File: src/csg_map.svh
// Register offsets, field positions, reset values and write masks for the
// capture/compare shutdown, gating and output steering control block.
// Assumes inclusion from the package and the design module only.
`ifndef CSG_MAP_SVH
`define CSG_MAP_SVH

`define CSG_ADDR_W          4
`define CSG_DATA_W          16
`define CSG_OFF_SDG_CTRL    4'h0
`define CSG_OFF_OUT_CTRL    4'h1
`define CSG_OFF_STATUS      4'h2
`define CSG_OFF_EVT_STAT    4'h3
`define CSG_OFF_EVT_MASK    4'h4
`define CSG_SDG_CTRL_MASK   16'hd0ff
`define CSG_OUT_CTRL_MASK   16'hbfdf
`define CSG_RST_VAL         16'h0000
`define CSG_B_RESTART       15
`define CSG_B_SYNC_MODE     14
`define CSG_B_SW_FORCE      12
`define CSG_B_OE_SYNC       15
`define CSG_B_GATE_ARM      10
`define CSG_B_SHUT_PROG     4
`define CSG_B_CAP_DIS       2
`define CSG_EVT_W           3
`define CSG_EVT_SHUT        0
`define CSG_EVT_CAPTURE     1
`define CSG_EVT_GATE        2

`endif

File: src/csg_pkg.sv
// Types shared by the shutdown and gating control block.
// Assumes the map header supplies the register numbers; encodings and widths are set here.
`include "csg_map.svh"

package csg_pkg;

  // Shutdown and gating source inputs, bit order matches the enable field
  typedef struct packed {
    logic fault_input_b;
    logic fault_input_a;
    logic logic_cell_1;
    logic capture_pin_input;
    logic fault_input_d;
    logic fault_input_c;
    logic comparator_2;
    logic comparator_1;
  } csg_src_type;

  // Candidate capture inputs, bit index equals the source select code
  typedef struct packed {
    logic [3:0] logic_cell;
    logic [2:0] comparator;
    logic       capture_input_pin;
  } csg_cap_src_type;

  // Shutdown state machine
  typedef enum logic [2:0] {
    CSG_RUN     = 3'b001,
    CSG_PENDING = 3'b010,
    CSG_SHUT    = 3'b100
  } csg_state_type;

  // Capture gate mode encodings
  typedef enum logic [1:0] {
    CSG_GATE_LEVEL = 2'b00,
    CSG_GATE_RISE  = 2'b01,
    CSG_GATE_FALL  = 2'b10,
    CSG_GATE_RSVD  = 2'b11
  } csg_gate_mode_type;

  // Auxiliary output selection
  typedef enum logic [1:0] {
    CSG_AUX_OFF   = 2'b00,
    CSG_AUX_ROLL  = 2'b01,
    CSG_AUX_MODE  = 2'b10,
    CSG_AUX_EVENT = 2'b11
  } csg_aux_type;

endpackage : csg_pkg

File: src/csg_shutdown_gate_ctrl.sv
// Shutdown, gating, output steering and capture source control of a
// capture/compare/PWM unit. Assumes the time base, compare datapath and pin
// logic are outside; all sources already share clk. Register port is plain.
//
// Notes on behaviour
// - Restart enabled: shutdown status clears at next period after input ends
// - Restart disabled: outputs stay shut until software clears the status
// - Sync mode set: shutdown or gate waits for time base reset or rollover
// - Software force acts like a hardware source, sync mode still applies
// - Each enable bit admits or ignores its own shutdown source
// - Enable bits: cmp1, cmp2, fault C, D, capture pin, cell 1, fault A, B
// - Unimplemented bits read zero, ignore writes; implemented bits reset zero
// - Output enable sync set: enable changes apply at time base reset
// - Output enable bit hands its pin to the unit, zero releases it
// - Only the multi-output unit implements enables B through F
// - Gate mode 00: high level enables capture, low disables; 11 reserved
// - Gate mode 01: rising edge clears capture disable, one shot
// - Gate mode 10: falling edge sets capture disable, one shot
// - Aux select: off, rollover pulse, mode signal, capture/compare event
// - Capture source: pin, comparators 1 to 3, logic cells 1 to 4
// - Writing gate arm arms one-shot gating in modes 01 or 10, reads zero
// - Capture disable set blocks capture events on the selected input
// - Shutdown status reads one while outputs are held in shutdown
`timescale 1ns/100ps
`include "csg_map.svh"

module csg_shutdown_gate_ctrl
  import csg_pkg::*;
#(
  parameter int MULTI_OUTPUT = 1
)
(
  // Clock and reset
  input  wire logic                   clk,
  input  wire logic                   sys_rst,
  // Register port
  input  wire logic [`CSG_ADDR_W-1:0] reg_addr,
  input  wire logic [`CSG_DATA_W-1:0] reg_wdata,
  input  wire logic                   reg_wr,
  input  wire logic                   reg_rd,
  output logic      [`CSG_DATA_W-1:0] reg_rdata,
  // Shutdown and gating sources
  input  wire csg_src_type            shutdown_sources,
  // Capture inputs and events from the datapath
  input  wire csg_cap_src_type        capture_sources,
  input  wire logic                   time_base_reset,
  input  wire logic                   mode_signal,
  input  wire logic                   compare_event,
  input  wire logic                   timer_mode,
  // Outputs to datapath and pins
  output logic                        pwm_shutdown,
  output logic                        gate_active,
  output logic [5:0]                  output_pin_enables,
  output logic                        capture_input,
  output logic                        capture_event,
  output logic                        aux_output,
  output logic                        irq
);

  // Elaboration check on the instance kind
  if (MULTI_OUTPUT != 0 && MULTI_OUTPUT != 1)
  begin : g_bad_param
    $error("MULTI_OUTPUT must be 0 or 1");
  end

  // Implemented output enable bits: A only unless multi-output
  localparam logic [5:0] OE_MASK = (MULTI_OUTPUT == 1) ? 6'h3f : 6'h01;

  // Registers
  logic [`CSG_DATA_W-1:0] sdg_ctrl_q;
  logic [`CSG_DATA_W-1:0] out_ctrl_q;
  logic [5:0]             oe_active_q;
  csg_state_type          state_q;
  csg_state_type          state_d;
  logic                   cap_dis_q;
  logic                   cap_dis_d;
  logic                   armed_q;
  logic                   armed_d;
  logic                   cap_prev_q;
  logic                   gate_prev_q;
  logic [`CSG_EVT_W-1:0]  evt_stat_q;
  logic [`CSG_EVT_W-1:0]  evt_mask_q;
  logic                   shut_prev_q;

  // Control fields
  wire logic              auto_restart_enable     = sdg_ctrl_q[`CSG_B_RESTART];
  wire logic              shutdown_gate_sync_mode = sdg_ctrl_q[`CSG_B_SYNC_MODE];
  wire logic              software_shutdown_force = sdg_ctrl_q[`CSG_B_SW_FORCE];
  wire logic [7:0]        shutdown_source_enables = sdg_ctrl_q[7:0];
  wire logic              output_enable_sync      = out_ctrl_q[`CSG_B_OE_SYNC];
  wire logic [5:0]        oe_written              = out_ctrl_q[13:8];
  wire csg_gate_mode_type capture_gate_mode       = csg_gate_mode_type'(out_ctrl_q[7:6]);
  wire csg_aux_type       aux_output_select       = csg_aux_type'(out_ctrl_q[4:3]);
  wire logic [2:0]        capture_source_select   = out_ctrl_q[2:0];

  // Bus decode
  wire logic wr_sdg    = reg_wr && (reg_addr == `CSG_OFF_SDG_CTRL);
  wire logic wr_out    = reg_wr && (reg_addr == `CSG_OFF_OUT_CTRL);
  wire logic wr_status = reg_wr && (reg_addr == `CSG_OFF_STATUS);
  wire logic wr_mask   = reg_wr && (reg_addr == `CSG_OFF_EVT_MASK);
  wire logic rd_evt    = reg_rd && (reg_addr == `CSG_OFF_EVT_STAT);

  // Combined request from enabled sources and the software force
  wire logic shutdown_request =
    (|(shutdown_sources & shutdown_source_enables))
    || software_shutdown_force;

  // Software clear of the shutdown status and gate arm request
  wire logic sw_clear_shut = wr_status && !reg_wdata[`CSG_B_SHUT_PROG];
  wire logic gate_arm_req  = wr_status && reg_wdata[`CSG_B_GATE_ARM];

  // Shutdown state machine
  always_comb
  begin
    state_d = state_q;
    case (state_q)
      CSG_RUN:
      begin
        if (shutdown_request && shutdown_gate_sync_mode && !time_base_reset)
          state_d = CSG_PENDING;
        else if (shutdown_request)
          state_d = CSG_SHUT;
      end
      CSG_PENDING:
      begin
        if (!shutdown_request)
          state_d = CSG_RUN;
        else if (time_base_reset)
          state_d = CSG_SHUT;
      end
      CSG_SHUT:
      begin
        if (auto_restart_enable && !shutdown_request && time_base_reset)
          state_d = CSG_RUN;
        else if (!auto_restart_enable && !shutdown_request && sw_clear_shut)
          state_d = CSG_RUN;
      end
      default:
        state_d = CSG_RUN;
    endcase
  end

  wire logic shut_next = (state_d == CSG_SHUT);

  // Capture source selection
  wire logic [7:0] cap_vec      = capture_sources;
  wire logic       cap_selected = cap_vec[capture_source_select];
  wire logic       gate_level   = (state_q == CSG_SHUT);
  wire logic       gate_rise    = gate_level && !gate_prev_q;
  wire logic       gate_fall    = !gate_level && gate_prev_q;

  // Capture disable status
  always_comb
  begin
    cap_dis_d = cap_dis_q;
    armed_d   = armed_q || gate_arm_req;
    case (capture_gate_mode)
      CSG_GATE_LEVEL:
        cap_dis_d = !gate_level;
      CSG_GATE_RISE:
        if (armed_q && gate_rise)
        begin
          cap_dis_d = 1'b0;
          armed_d   = 1'b0;
        end
      CSG_GATE_FALL:
        if (armed_q && gate_fall)
        begin
          cap_dis_d = 1'b1;
          armed_d   = 1'b0;
        end
      default:
        cap_dis_d = cap_dis_q; // Reserved mode holds state
    endcase
  end

  // Capture edge on selected input, blocked while disabled
  wire logic cap_edge = cap_selected && !cap_prev_q && !cap_dis_q;

  // Auxiliary output selection
  wire logic aux_d =
    (aux_output_select == CSG_AUX_ROLL)  ? time_base_reset :
    (aux_output_select == CSG_AUX_MODE)  ? mode_signal :
    (aux_output_select == CSG_AUX_EVENT) ? ((cap_edge || compare_event) && !timer_mode) :
    1'b0;

  // Output enables, synchronised when asked
  wire logic [5:0] oe_d = (output_enable_sync && !time_base_reset) ?
                          oe_active_q : (oe_written & OE_MASK);

  // Event status: shutdown entry, capture event, gate event
  wire logic [`CSG_EVT_W-1:0] evt_set = {gate_rise,
                                         cap_edge,
                                         shut_next && !shut_prev_q};
  wire logic [`CSG_EVT_W-1:0] evt_d = (rd_evt ? '0 : evt_stat_q) | evt_set;

  // Status read value
  wire logic [`CSG_DATA_W-1:0] status_rd =
    ({{(`CSG_DATA_W-1){1'b0}}, (state_q == CSG_SHUT)} << `CSG_B_SHUT_PROG) |
    ({{(`CSG_DATA_W-1){1'b0}}, cap_dis_q} << `CSG_B_CAP_DIS);

  // Read mux
  wire logic [`CSG_DATA_W-1:0] rdata_d =
    !reg_rd                              ? `CSG_RST_VAL :
    (reg_addr == `CSG_OFF_SDG_CTRL)      ? sdg_ctrl_q :
    (reg_addr == `CSG_OFF_OUT_CTRL)      ? out_ctrl_q :
    (reg_addr == `CSG_OFF_STATUS)        ? status_rd :
    (reg_addr == `CSG_OFF_EVT_STAT)      ? {{(`CSG_DATA_W-`CSG_EVT_W){1'b0}}, evt_stat_q} :
    (reg_addr == `CSG_OFF_EVT_MASK)      ? {{(`CSG_DATA_W-`CSG_EVT_W){1'b0}}, evt_mask_q} :
    `CSG_RST_VAL;

  // Control registers
  always_ff @(posedge clk or posedge sys_rst)
  begin
    if (sys_rst)
    begin
      sdg_ctrl_q <= `CSG_RST_VAL;
      out_ctrl_q <= `CSG_RST_VAL;
      evt_mask_q <= '0;
    end
    else
    begin
      if (wr_sdg)
        sdg_ctrl_q <= reg_wdata & `CSG_SDG_CTRL_MASK;
      if (wr_out)
        out_ctrl_q <= reg_wdata & `CSG_OUT_CTRL_MASK & {2'b11, OE_MASK, 8'hff};
      if (wr_mask)
        evt_mask_q <= reg_wdata[`CSG_EVT_W-1:0];
    end
  end

  // Behaviour state
  always_ff @(posedge clk or posedge sys_rst)
  begin
    if (sys_rst)
    begin
      state_q     <= CSG_RUN;
      cap_dis_q   <= 1'b0;
      armed_q     <= 1'b0;
      cap_prev_q  <= 1'b0;
      gate_prev_q <= 1'b0;
      shut_prev_q <= 1'b0;
      evt_stat_q  <= '0;
      oe_active_q <= '0;
    end
    else
    begin
      state_q     <= state_d;
      cap_dis_q   <= cap_dis_d;
      armed_q     <= armed_d;
      cap_prev_q  <= cap_selected;
      gate_prev_q <= gate_level;
      shut_prev_q <= shut_next;
      evt_stat_q  <= evt_d; // Set wins over read clear
      oe_active_q <= oe_d;
    end
  end

  // Registered outputs
  always_ff @(posedge clk or posedge sys_rst)
  begin
    if (sys_rst)
    begin
      reg_rdata          <= '0;
      pwm_shutdown       <= 1'b0;
      gate_active        <= 1'b0;
      output_pin_enables <= '0;
      capture_input      <= 1'b0;
      capture_event      <= 1'b0;
      aux_output         <= 1'b0;
      irq                <= 1'b0;
    end
    else
    begin
      reg_rdata          <= rdata_d;
      pwm_shutdown       <= shut_next;
      gate_active        <= shut_next;
      output_pin_enables <= oe_d;
      capture_input      <= cap_selected;
      capture_event      <= cap_edge;
      aux_output         <= aux_d;
      irq                <= |(evt_d & evt_mask_q);
    end
  end

endmodule // csg_shutdown_gate_ctrl

File: config.mk
export PLATFORM = sky130hd
export DESIGN_NAME = csg_shutdown_gate_ctrl
export DESIGN_NICKNAME = d
export VERILOG_FILES = /design/src/csg_pkg.sv /design/src/csg_shutdown_gate_ctrl.sv
export VERILOG_INCLUDE_DIRS = /design/src
export SDC_FILE = /design/constraint.sdc
export NUM_CORES = 1
export LEC_CHECK = 0
export ABC_AREA = 1
export CAP_MARGIN = 20
export CORE_MARGIN = 1
export CORE_UTILIZATION = 62
export DETAILED_ROUTE_END_ITERATION = 16
export DONT_BUFFER_PORTS = 1
export PLACE_DENSITY = 0.9
export SETUP_SLACK_MARGIN = 0.2
export SYNTH_ARGS = -nofsm -noshare
export SYNTH_HDL_FRONTEND = slang
export SYNTH_SLANG_ARGS = --single-unit
export TNS_END_PERCENT = 100
File: constraint.sdc
create_clock -name clk -period 3.3 [get_ports clk]
set_input_delay 0.99 -clock clk [delete_from_list [all_inputs] [get_ports clk]]
set_output_delay 0.99 -clock clk [all_outputs]
set_load 0.05 [all_outputs]
After elaboration in Yosys (flattened, before gate mapping). Index checks and enable logic that the tools add are counted.

Add/sub/neg operators: 0. Multipliers: 0. Divide/modulo/power cells: 0. Magnitude comparators: 1. Equality and inequality tests: 15. Shift-type cells: 0. Multiplexer cells: 25. Bitwise logic cells: 4. Reductions and logical operators: 41.

Operators by type and width (number): $mux 16 (3); $mux 3 (9); $logic_and 1x1->1 (22); $logic_not 1->1 (10); $pmux 3 s3 (1); $and 8x8->8 (1); $eq 4x2->1 const B (2); $mux 1 (8); $reduce_or 8->1 (1); $eq 2x2->1 const B (3); $eq 3x3->1 const B (2); $mux 5 (1); $or 5x3->5 (1); $eq 2x1->1 const B (2); $eq 4x1->1 const B (1); $eq 4x3->1 const B (1); $logic_not 4->1 (1); $lt 3x4->1 const B (1); $ne 2x2->1 const B (2); $and 3x3->3 (1); $bmux 1 s3 (1); $eq 3x1->1 const B (1); $eq 3x2->1 const B (1); $logic_or 1x1->1 (3); other kinds (7) (7).

Register bits after elaboration: 64. Latch bits: 0. Memory bits (writable): 0. ROM bits: 0. Bits of input ports: 44. Output and inout port bits: 28. Logic and storage cells: 101. Memories: 0.

Depth between registers and ports, before layout. Gate-level depths: netlist of the first run.

Depth after elaboration: 14. Depth in mapped cells: 12. Depth with buffers taken out: 12.

Worst setup path before layout of the first run. No wires, ideal clock.

Path kind: reg-to-output. Start point: register gate_active (netlist name). End point: output port pwm_shutdown. Arrival time: 904 ps. Data required time: 2310 ps. Slack: 1406 ps. Stages on the path, launching flop included: 2. Buffers on the path: 1. Cell sequence: dfrtp_1 > buf_4.

RTL lines: end: declaration (line csg_shutdown_gate_ctrl.sv:51) `output logic pwm_shutdown,`.

==> reports/metrics.yaml, run 1 <==
status: "finished, final reports clean"
syn_area_sq_mm: 0.00283
ioPinCount: 72
syn_nets: 360
crit_fanout: 3
ir_drop_mv: 0.389
drv_slew: 0
path_clk_slew_ps: 70
hold_buffers: 0
power_density_mw_per_mm2: 756
cts_tree: "built"
vias_per_cell: 5.71
ys_ff_latch: 64
synth_fa_ha_area_share_pct: 1.33
globalplace.congestion: 0.867
rows: 24
grt_overflow: 0
fin_crit_sh_pct: 68.3
die_x_um: 69.6
fin_nets: 366
setup_slack_ps: 1040
placed_area_sq_mm: 0.00285
synthMuxAreaShare_pct: 0.752
syn2layout_area_growth_pct: 7.87
htreeDepth: 3
synth-compound-area-share_pct: 13.2
drt_iter0_drc: 188
grt_max_degree: 29
portBuffers: 0
finalSetupTns_ps: 0
dpl.cell_count: 360
place_ws_ps: 1200
ant_nets: 0
path_class: "reg -> out"
period_needed_ps: 2260
antenna_cells: 0
avgRoutedWirePerCell_um: 16.3
drive_gt1_share_pct: 11.4
clock-sinks: 64
initial_core_util_pct: 64.5
drt_wl_total_um: 6120
syn_avg_cell_area_sq_um: 9.04
critPathLaunchType: "flip-flop"
finalNonFillerCells: 376
clockBufferDepth: 2
p_leak_nw: 1.56
drc: 0
synth-async-reset-ratio_pct: 100
core-area_sq_mm: 0.00438
antenna_found_initial: 0
grt_pass1_vias: 2106
fmax_mhz: 443
hold_ws_ps: 491
fin_area_sq_mm: 0.00305
worstPathArrival_ps: 1270
timing.slew.headroom_pct: 40.2
regArea_sq_mm: 0.00160
hold_class: "reg -> reg"
ctsResizeCount: 0
synth_flop_cell: "dfrtp_1"
syn_inst: 313
yosysSeqAreaShare_pct: 56.7
cap_violations: 0
setup_viol: 0
dieArea_sq_mm: 0.00484
ys_warn_count: 0
vias: 2147
synth_edf_count: 0
drtPass1Iterations: 4
hold_viol: 0
synth_top_family_by_area: "simple AND/OR/NAND/NOR gates"
cts_buffers: 9
multi_input_area_sq_um: 990
grt_pass1_wl_um: 9960
fillers: 321
rsz0062_at_grt: "false"
p_total_mw: 2.31
track_usage_pct: 27.5
post_cts_buffers: 0
worst_pin_slew_ps: 896
die_height_um: 69.6
crit_required_ps: 2310
synthDistinctLibCells: 35
cts-root-buf: "clkbuf_8"
clk_latency_ps: 340
dp_hpwl_um: 4490
fin_util_pct: 69.6
finClkSkew_ps: 7.79
critPathCaptureType: "output port"
synth_xor_area_share_pct: 0
synth-simple-area-share_pct: 19.7
-- cells by family after synthesis --
family	count (synthesis)
multiplexers	2
AND/OR/NAND/NOR	123
buffers and inverters	55
AO/OA/AOI/OAI	66
flip-flops	64
adder cells (fa/ha/maj)	3
-- report_power, final --
group	switching [mW]	leakage, nW	internal [mW]	total, mW
Clock	0.290	0.103	0.388	0.678
Combinational	0.236	0.658	0.145	0.381
Sequential	0.305	0.799	0.945	1.25
Total	0.830	1.56	1.48	2.31
-- per-layer routing --
metal	wire length, um	part of all wire (%)	GRT usage, %
met5	0	0	0
met1	2620	43	35.7
met3	388	6.3	7.85
met4	178	2.9	15.4
met2	2930	48	41.6
-- worst paths after layout --
path | from | endpoint | slack (ps) | cells past startpoint
setup / recovery | gate_active | pwm_shutdown | 1040 | 0
setup reg to reg | sdg_ctrl_q[6] | irq | 1790 | 12
min in group asynchronous | sys_rst | reg_rdata[10] | 550 | 1
max in group asynchronous | sys_rst | state_q[0] | 2020 | 2
hold / removal | evt_mask_q[2] | evt_mask_q[2] | 490 | 2
hold reg to reg | evt_mask_q[2] | evt_mask_q[2] | 490 | 2
-- cell usage in the layout (no fill, tap or decap) --
master,Yosys,layout
nor3_1,2,2
o221ai_1,1,1
inv_2,2,3
nor2_2,1,1
a211oi_1,1,1
inv_1,46,45
mux2i_1,1,1
nor3_4,1,1
nand4_1,3,3
dfrtp_1,63,63
a21oi_1,17,17
o21ai_2,1,1
o21ai_1,18,18
o31ai_1,3,3
ha_1,3,3
nor2_1,30,30
bufinv_16,0,1
mux2_2,1,1
nor2_4,2,2
nor3b_1,2,2
o22ai_1,1,1
o211ai_1,3,3
nand2_2,7,7
a221oi_1,2,2
nand3b_1,1,1
nand2_1,62,62
o21bai_1,1,1
clkbuf_1,2,2
clkbuf_8,0,11
buf_4,2,2
nand3_1,10,10
a21oi_2,2,2
o21ai_0,16,16
nand3_2,1,1
nand2_4,1,1
clkinv_2,0,2
dfstp_2,1,1
-- cell usage after synthesis (3+ instances only) --
| master | number | share of area (%) |
|---|---|---|
| dfrtp_1 | 63 | 56 |
| nand2_1 | 62 | 8.2 |
| inv_1 | 46 | 6.1 |
| nor2_1 | 30 | 4.0 |
| o21ai_1 | 18 | 3.2 |
| a21oi_1 | 17 | 3.0 |
| o21ai_0 | 16 | 2.8 |
| nand3_1 | 10 | 1.8 |
| nand2_2 | 7 | 1.5 |
| buf_6 | 3 | 1.2 |
| ha_1 | 3 | 1.3 |
| nand4_1 | 3 | 0.66 |
| o211ai_1 | 3 | 0.80 |
| o31ai_1 | 3 | 0.80 |
-- area by class of cell --
type,count,area share (%)
clock buffers,13,5.21
clock inverters,3,1.31
inverters,48,5.90
multi-input cells,194,32.4
flip-flops and latches,64,52.5
well taps,52,2.13
repair buffers,2,0.492
-- flip-flops by register name, indices dropped and copies added, names as in the netlist --
| name | count |
|---|---|
| capture_input | 1 |
| gate_prev_q | 1 |
| cap_dis_q | 1 |
| reg_rdata | 16 |
| irq | 1 |
| capture_event | 1 |
| output_pin_enables | 6 |
| armed_q | 1 |
| state_q | 3 |
| out_ctrl_q | 14 |
| aux_output | 1 |
| evt_mask_q | 3 |
| evt_stat_q | 3 |
| sdg_ctrl_q | 11 |
| gate_active | 1 |
(Power assumes the default switching activity.)
==> inputs of run 2 (changes only) <==
==> constraint.sdc (replaced) <==
create_clock -name clk -period 2.1 [get_ports clk]
set_input_delay 0.63 -clock clk [delete_from_list [all_inputs] [get_ports clk]]
set_output_delay 0.63 -clock clk [all_outputs]
set_load 0.05 [all_outputs]
==> reports/metrics.yaml, run 2 (synthesis gave the netlist of run 1 again) <==
crit_fanout: 2
clock-sinks: 64
ant_nets: 0
initial_core_util_pct: 64.5
period_needed_ps: 1610
setup_viol: 0
clk_latency_ps: 340
hold_viol: 0
syn2layout_area_growth_pct: 8.98
hold_ws_ps: 68.3
status: "finished, final reports clean"
worst-path-stages: 0
path_clk_slew_ps: 70
cts_tree: "built"
ir_drop_mv: 0.613
p_total_mw: 3.64
drive_gt1_share_pct: 12.0
reg2reg_from: "sdg_ctrl_q[2]"
grt_overflow: 0
htreeDepth: 3
regMostFlops: "reg_rdata"
timing.slew.headroom_pct: 68.1
fin_crit_sh_pct: 76.7
critPathCaptureType: "output port"
setup_slack_ps: 489
worstPathArrival_ps: 980
largest_reg_flops: 16
dp_hpwl_um: 4440
antenna_found_initial: 0
fmax_mhz: 621
track_usage_pct: 28.7
drv_slew: 0
post_cts_buffers: 0
fin_nets: 368
cts-root-buf: "clkbuf_8"
vias: 2167
grt_pass1_wl_um: 10300
rrSetupSlack_ps: 550
portBuffers: 0
die_x_um: 69.6
cap_violations: 0
place_ws_ps: 380
crit_required_ps: 1470
avgRoutedWirePerCell_um: 16.7
grt_pass1_vias: 2110
regToRegEndpoint: "irq"
vias_per_cell: 5.73
hold_buffers: 0
ioPinCount: 72
reg.largest.list: "reg_rdata (16), out_ctrl_q (14), sdg_ctrl_q (11)"
clockBufferDepth: 2
drt_iter0_drc: 179
critPathCapture: "capture_input"
path_class: "reg -> out"
drc: 0
drt_wl_total_um: 6310
hold_class: "in -> async"
worst_pin_slew_ps: 479
grt_max_degree: 39
antenna_cells: 0
ctsResizeCount: 0
final_common_cell: "dfrtp_1"
dieArea_sq_mm: 0.00484
power_density_mw_per_mm2: 1180
final_cell_mix: "dfrtp_1, nand2_1, inv_1, nor2_1, o21ai_1"
finClkSkew_ps: 5.94
rsz0062_at_grt: "false"
die_height_um: 69.6
cts_buffers: 9
p_leak_nw: 1.57
globalplace.congestion: 0.917
drtPass1Iterations: 5
critPathLaunchType: "flip-flop"
rows: 24
cp-startpoint: "capture_input"
finalSetupTns_ps: 0
ff2ff_path_depth: 12
core-area_sq_mm: 0.00438
[run 2: area by class of cell]
| class | instances | area (sq um) |
|---|---|---|
| Timing Repair Buffer | 4 | 42.5 |
| Sequential cell | 64 | 1600 |
| Inverter | 48 | 184 |
| Multi-Input combinational cell | 194 | 990 |
| Clock buffer | 13 | 159 |
| Clock inverter | 3 | 40.0 |
| Fill cell | 320 | 1300 |
| Tap cell | 52 | 65.1 |
[run 2: how the worst min path moves through the flow]
stage	startpoint	end	slack, ps	cells past startpoint
after detailed placement	sys_rst	reg_rdata[10]	430	1
after global placement	sys_rst	reg_rdata[10]	420	1
final	sys_rst	reg_rdata[10]	70	1
after floorplan	evt_mask_q[2]	evt_mask_q[2]	450	2
after global routing	sys_rst	aux_output	60	1
after CTS	sys_rst	reg_rdata[10]	70	1
[run 2: routing by layer]
metal	wire, um	up-vias	global-route usage (%)
li1	-	1019	-
met1	2560	1019	35.3
met2	3020	99	42.7
met3	455	30	10.3
met4	277	0	18.8
met5	0	-	0
[run 2: stage by stage]
stage                     utilization (%)  cells  area [sq um]
after detailed placement             65.8    362          2880
final                                70.3    378          3080
after floorplan                         -    313          2830
after CTS                            70.3    378          3080
after global routing                 70.3    378          3080
after global placement               65.8    362          2880
[run 2: power by group]
part	total, mW	internal (mW)	switching, mW
combinational	0.682	0.241	0.442
clock	1.05	0.610	0.438
sequential	1.91	1.49	0.421
==> inputs of run 3 (changes only) <==
--- a/config.mk
+++ b/config.mk
@@ -9,10 +9,10 @@
 export ABC_AREA = 1
 export CAP_MARGIN = 20
 export CORE_MARGIN = 1
-export CORE_UTILIZATION = 62
+export CORE_UTILIZATION = 56
 export DETAILED_ROUTE_END_ITERATION = 16
 export DONT_BUFFER_PORTS = 1
-export PLACE_DENSITY = 0.9
+export PLACE_DENSITY = 0.86
 export SETUP_SLACK_MARGIN = 0.2
 export SYNTH_ARGS = -nofsm -noshare
 export SYNTH_HDL_FRONTEND = slang
==> constraint.sdc (replaced) <==
create_clock -name clk -period 1.31 [get_ports clk]
set_input_delay 0.393 -clock clk [delete_from_list [all_inputs] [get_ports clk]]
set_output_delay 0.393 -clock clk [all_outputs]
set_load 0.05 [all_outputs]
==> reports/metrics.yaml, run 3 (synthesis gave the netlist of run 1 again) <==
drtPass1Iterations: 5
cts-root-buf: "clkbuf_8"
rsz0062_at_grt: "true"
worstPathArrival_ps: 1660
grt_pass1_vias: 2179
final_cell_mix: "nand2_1, dfrtp_1, inv_1, nor2_1, buf_4"
crit_required_ps: 1580
crit_fanout: 3
avgRoutedWirePerCell_um: 15.5
track_usage_pct: 27.1
power_density_mw_per_mm2: 1740
hold_class: "in -> async"
finalNonFillerCells: 426
fin_crit_sh_pct: 106
p_leak_nw: 1.71
clk_latency_ps: 340
globalplace.congestion: 0.887
reg2reg_from: "state_q[0]"
vias_per_cell: 5.37
grt_overflow: 0
core-area_sq_mm: 0.00479
dpl.cell_count: 406
cts_buffers: 9
grt_max_degree: 65
status: "finished, violations left"
fmax_mhz: 719
finClkSkew_ps: 7.85
portBuffers: 0
regToRegEndpoint: "irq"
rrSetupSlack_ps: -80
syn2layout_area_growth_pct: 23.0
regMostFlops: "reg_rdata"
path_class: "reg -> reg"
cap_violations: 0
dieArea_sq_mm: 0.00534
die_height_um: 73.1
reg.largest.list: "reg_rdata (16), out_ctrl_q (14), sdg_ctrl_q (11)"
fin_area_sq_mm: 0.00348
cts_tree: "built"
drt_iter0_drc: 195
clock-sinks: 64
period_needed_ps: 1390
rows: 25
grt_pass1_wl_um: 10400
antenna_cells: 0
drt_wl_total_um: 6610
ant_nets: 0
largest_reg_flops: 16
ioPinCount: 72
final_common_cell: "nand2_1"
timing.slew.headroom_pct: 69.9
drv_slew: 0
htreeDepth: 3
initial_core_util_pct: 59.1
fin_nets: 401
ff2ff_path_depth: 8
drive_gt1_share_pct: 30.1
clockBufferDepth: 2
path_clk_slew_ps: 70
dp_hpwl_um: 4520
die_x_um: 73.1
critPathLaunchType: "flip-flop"
critPathCaptureType: "flip-flop"
ir_drop_mv: 1.06
setup_viol: 3
p_total_mw: 6.04
setup_slack_ps: -80.9
antenna_found_initial: 0
hold_buffers: 0
worst_pin_slew_ps: 452
violations: "setup timing"
vias: 2286
drc: 0
hold_viol: 0
place_ws_ps: -64.4
placed_area_sq_mm: 0.00317
-- run 3: cell count changes in the layout (fill, tap and decap cells not counted), moves of 4 or more --
cell / change
o21ai_0: -5
dfrtp_2: +17
dfrtp_1: -17
inv_2: +4
a21oi_1: -5
inv_1: -5
buf_6: +12
a21oi_2: +5
buf_4: +19
-- run 3: worst max-delay path: stages, from the launching register on --
cell,delay [ps]
dfstp_2,560
nand2_1,80
o21ai_0,260
nand3_2,130
nand2_2,100
nand2_2,50
nand2_2,50
nand2_1,40
nand2_1,60
-- run 3: worst max path at each step --
| stage | start | endpoint | cells after the start |
|---|---|---|---|
| after floorplan | reg_addr[2] | out_ctrl_q[0] | 7 |
| after global placement | out_ctrl_q[0] | aux_output | 7 |
| after detailed placement | shutdown_sources[1] | irq | 12 |
| after CTS | sdg_ctrl_q[1] | irq | 12 |
| after global routing | sdg_ctrl_q[1] | irq | 12 |
| final | state_q[0] | irq | 8 |
-- run 3: where the power goes --
| part | switching [mW] | internal (mW) | total, mW |
|---|---|---|---|
| sequential | 0.501 | 2.40 | 2.90 |
| clock | 0.714 | 0.686 | 1.40 |
| combinational | 1.03 | 0.709 | 1.73 |
-- run 3: layout make-up --
class | instances | area (sq um)
multi-input cells | 194 | 1070
repair buffers | 37 | 360
fillers | 335 | 1310
clock inverters | 3 | 18.8
inverters | 48 | 186
clock buffers | 13 | 139
flip-flops and latches | 64 | 1620
well taps | 67 | 83.8
-- run 3: what timing repair did --
action,in CTS,in global routing
resized for setup,38,11
setup buffers,3,1
gates cloned,0,0
pin swaps,6,11
setup endpoints to repair,41,43
endpoints found under the hold margin,0,0
-- run 3: stage by stage --
step / hold WS (ps) / util [%] / setup TNS, ps
global placement: 378 / 66.3 / -16.3
floorplan: 453 / - / 0
detailed placement: 380 / 66.3 / -234
finish: 9.46 / 72.7 / -176
global route: 29.9 / 72.7 / -744
CTS: 13.9 / 71.7 / -110
-- run 3: per-layer routing --
layer  share of wire (%)  GRT usage [%]  wire length (um)
met5                   0              0                 0
met4                 1.6           13.3               108
met3                 5.7           6.77               374
met2                  49           41.3              3260
met1                  43           36.3              2870
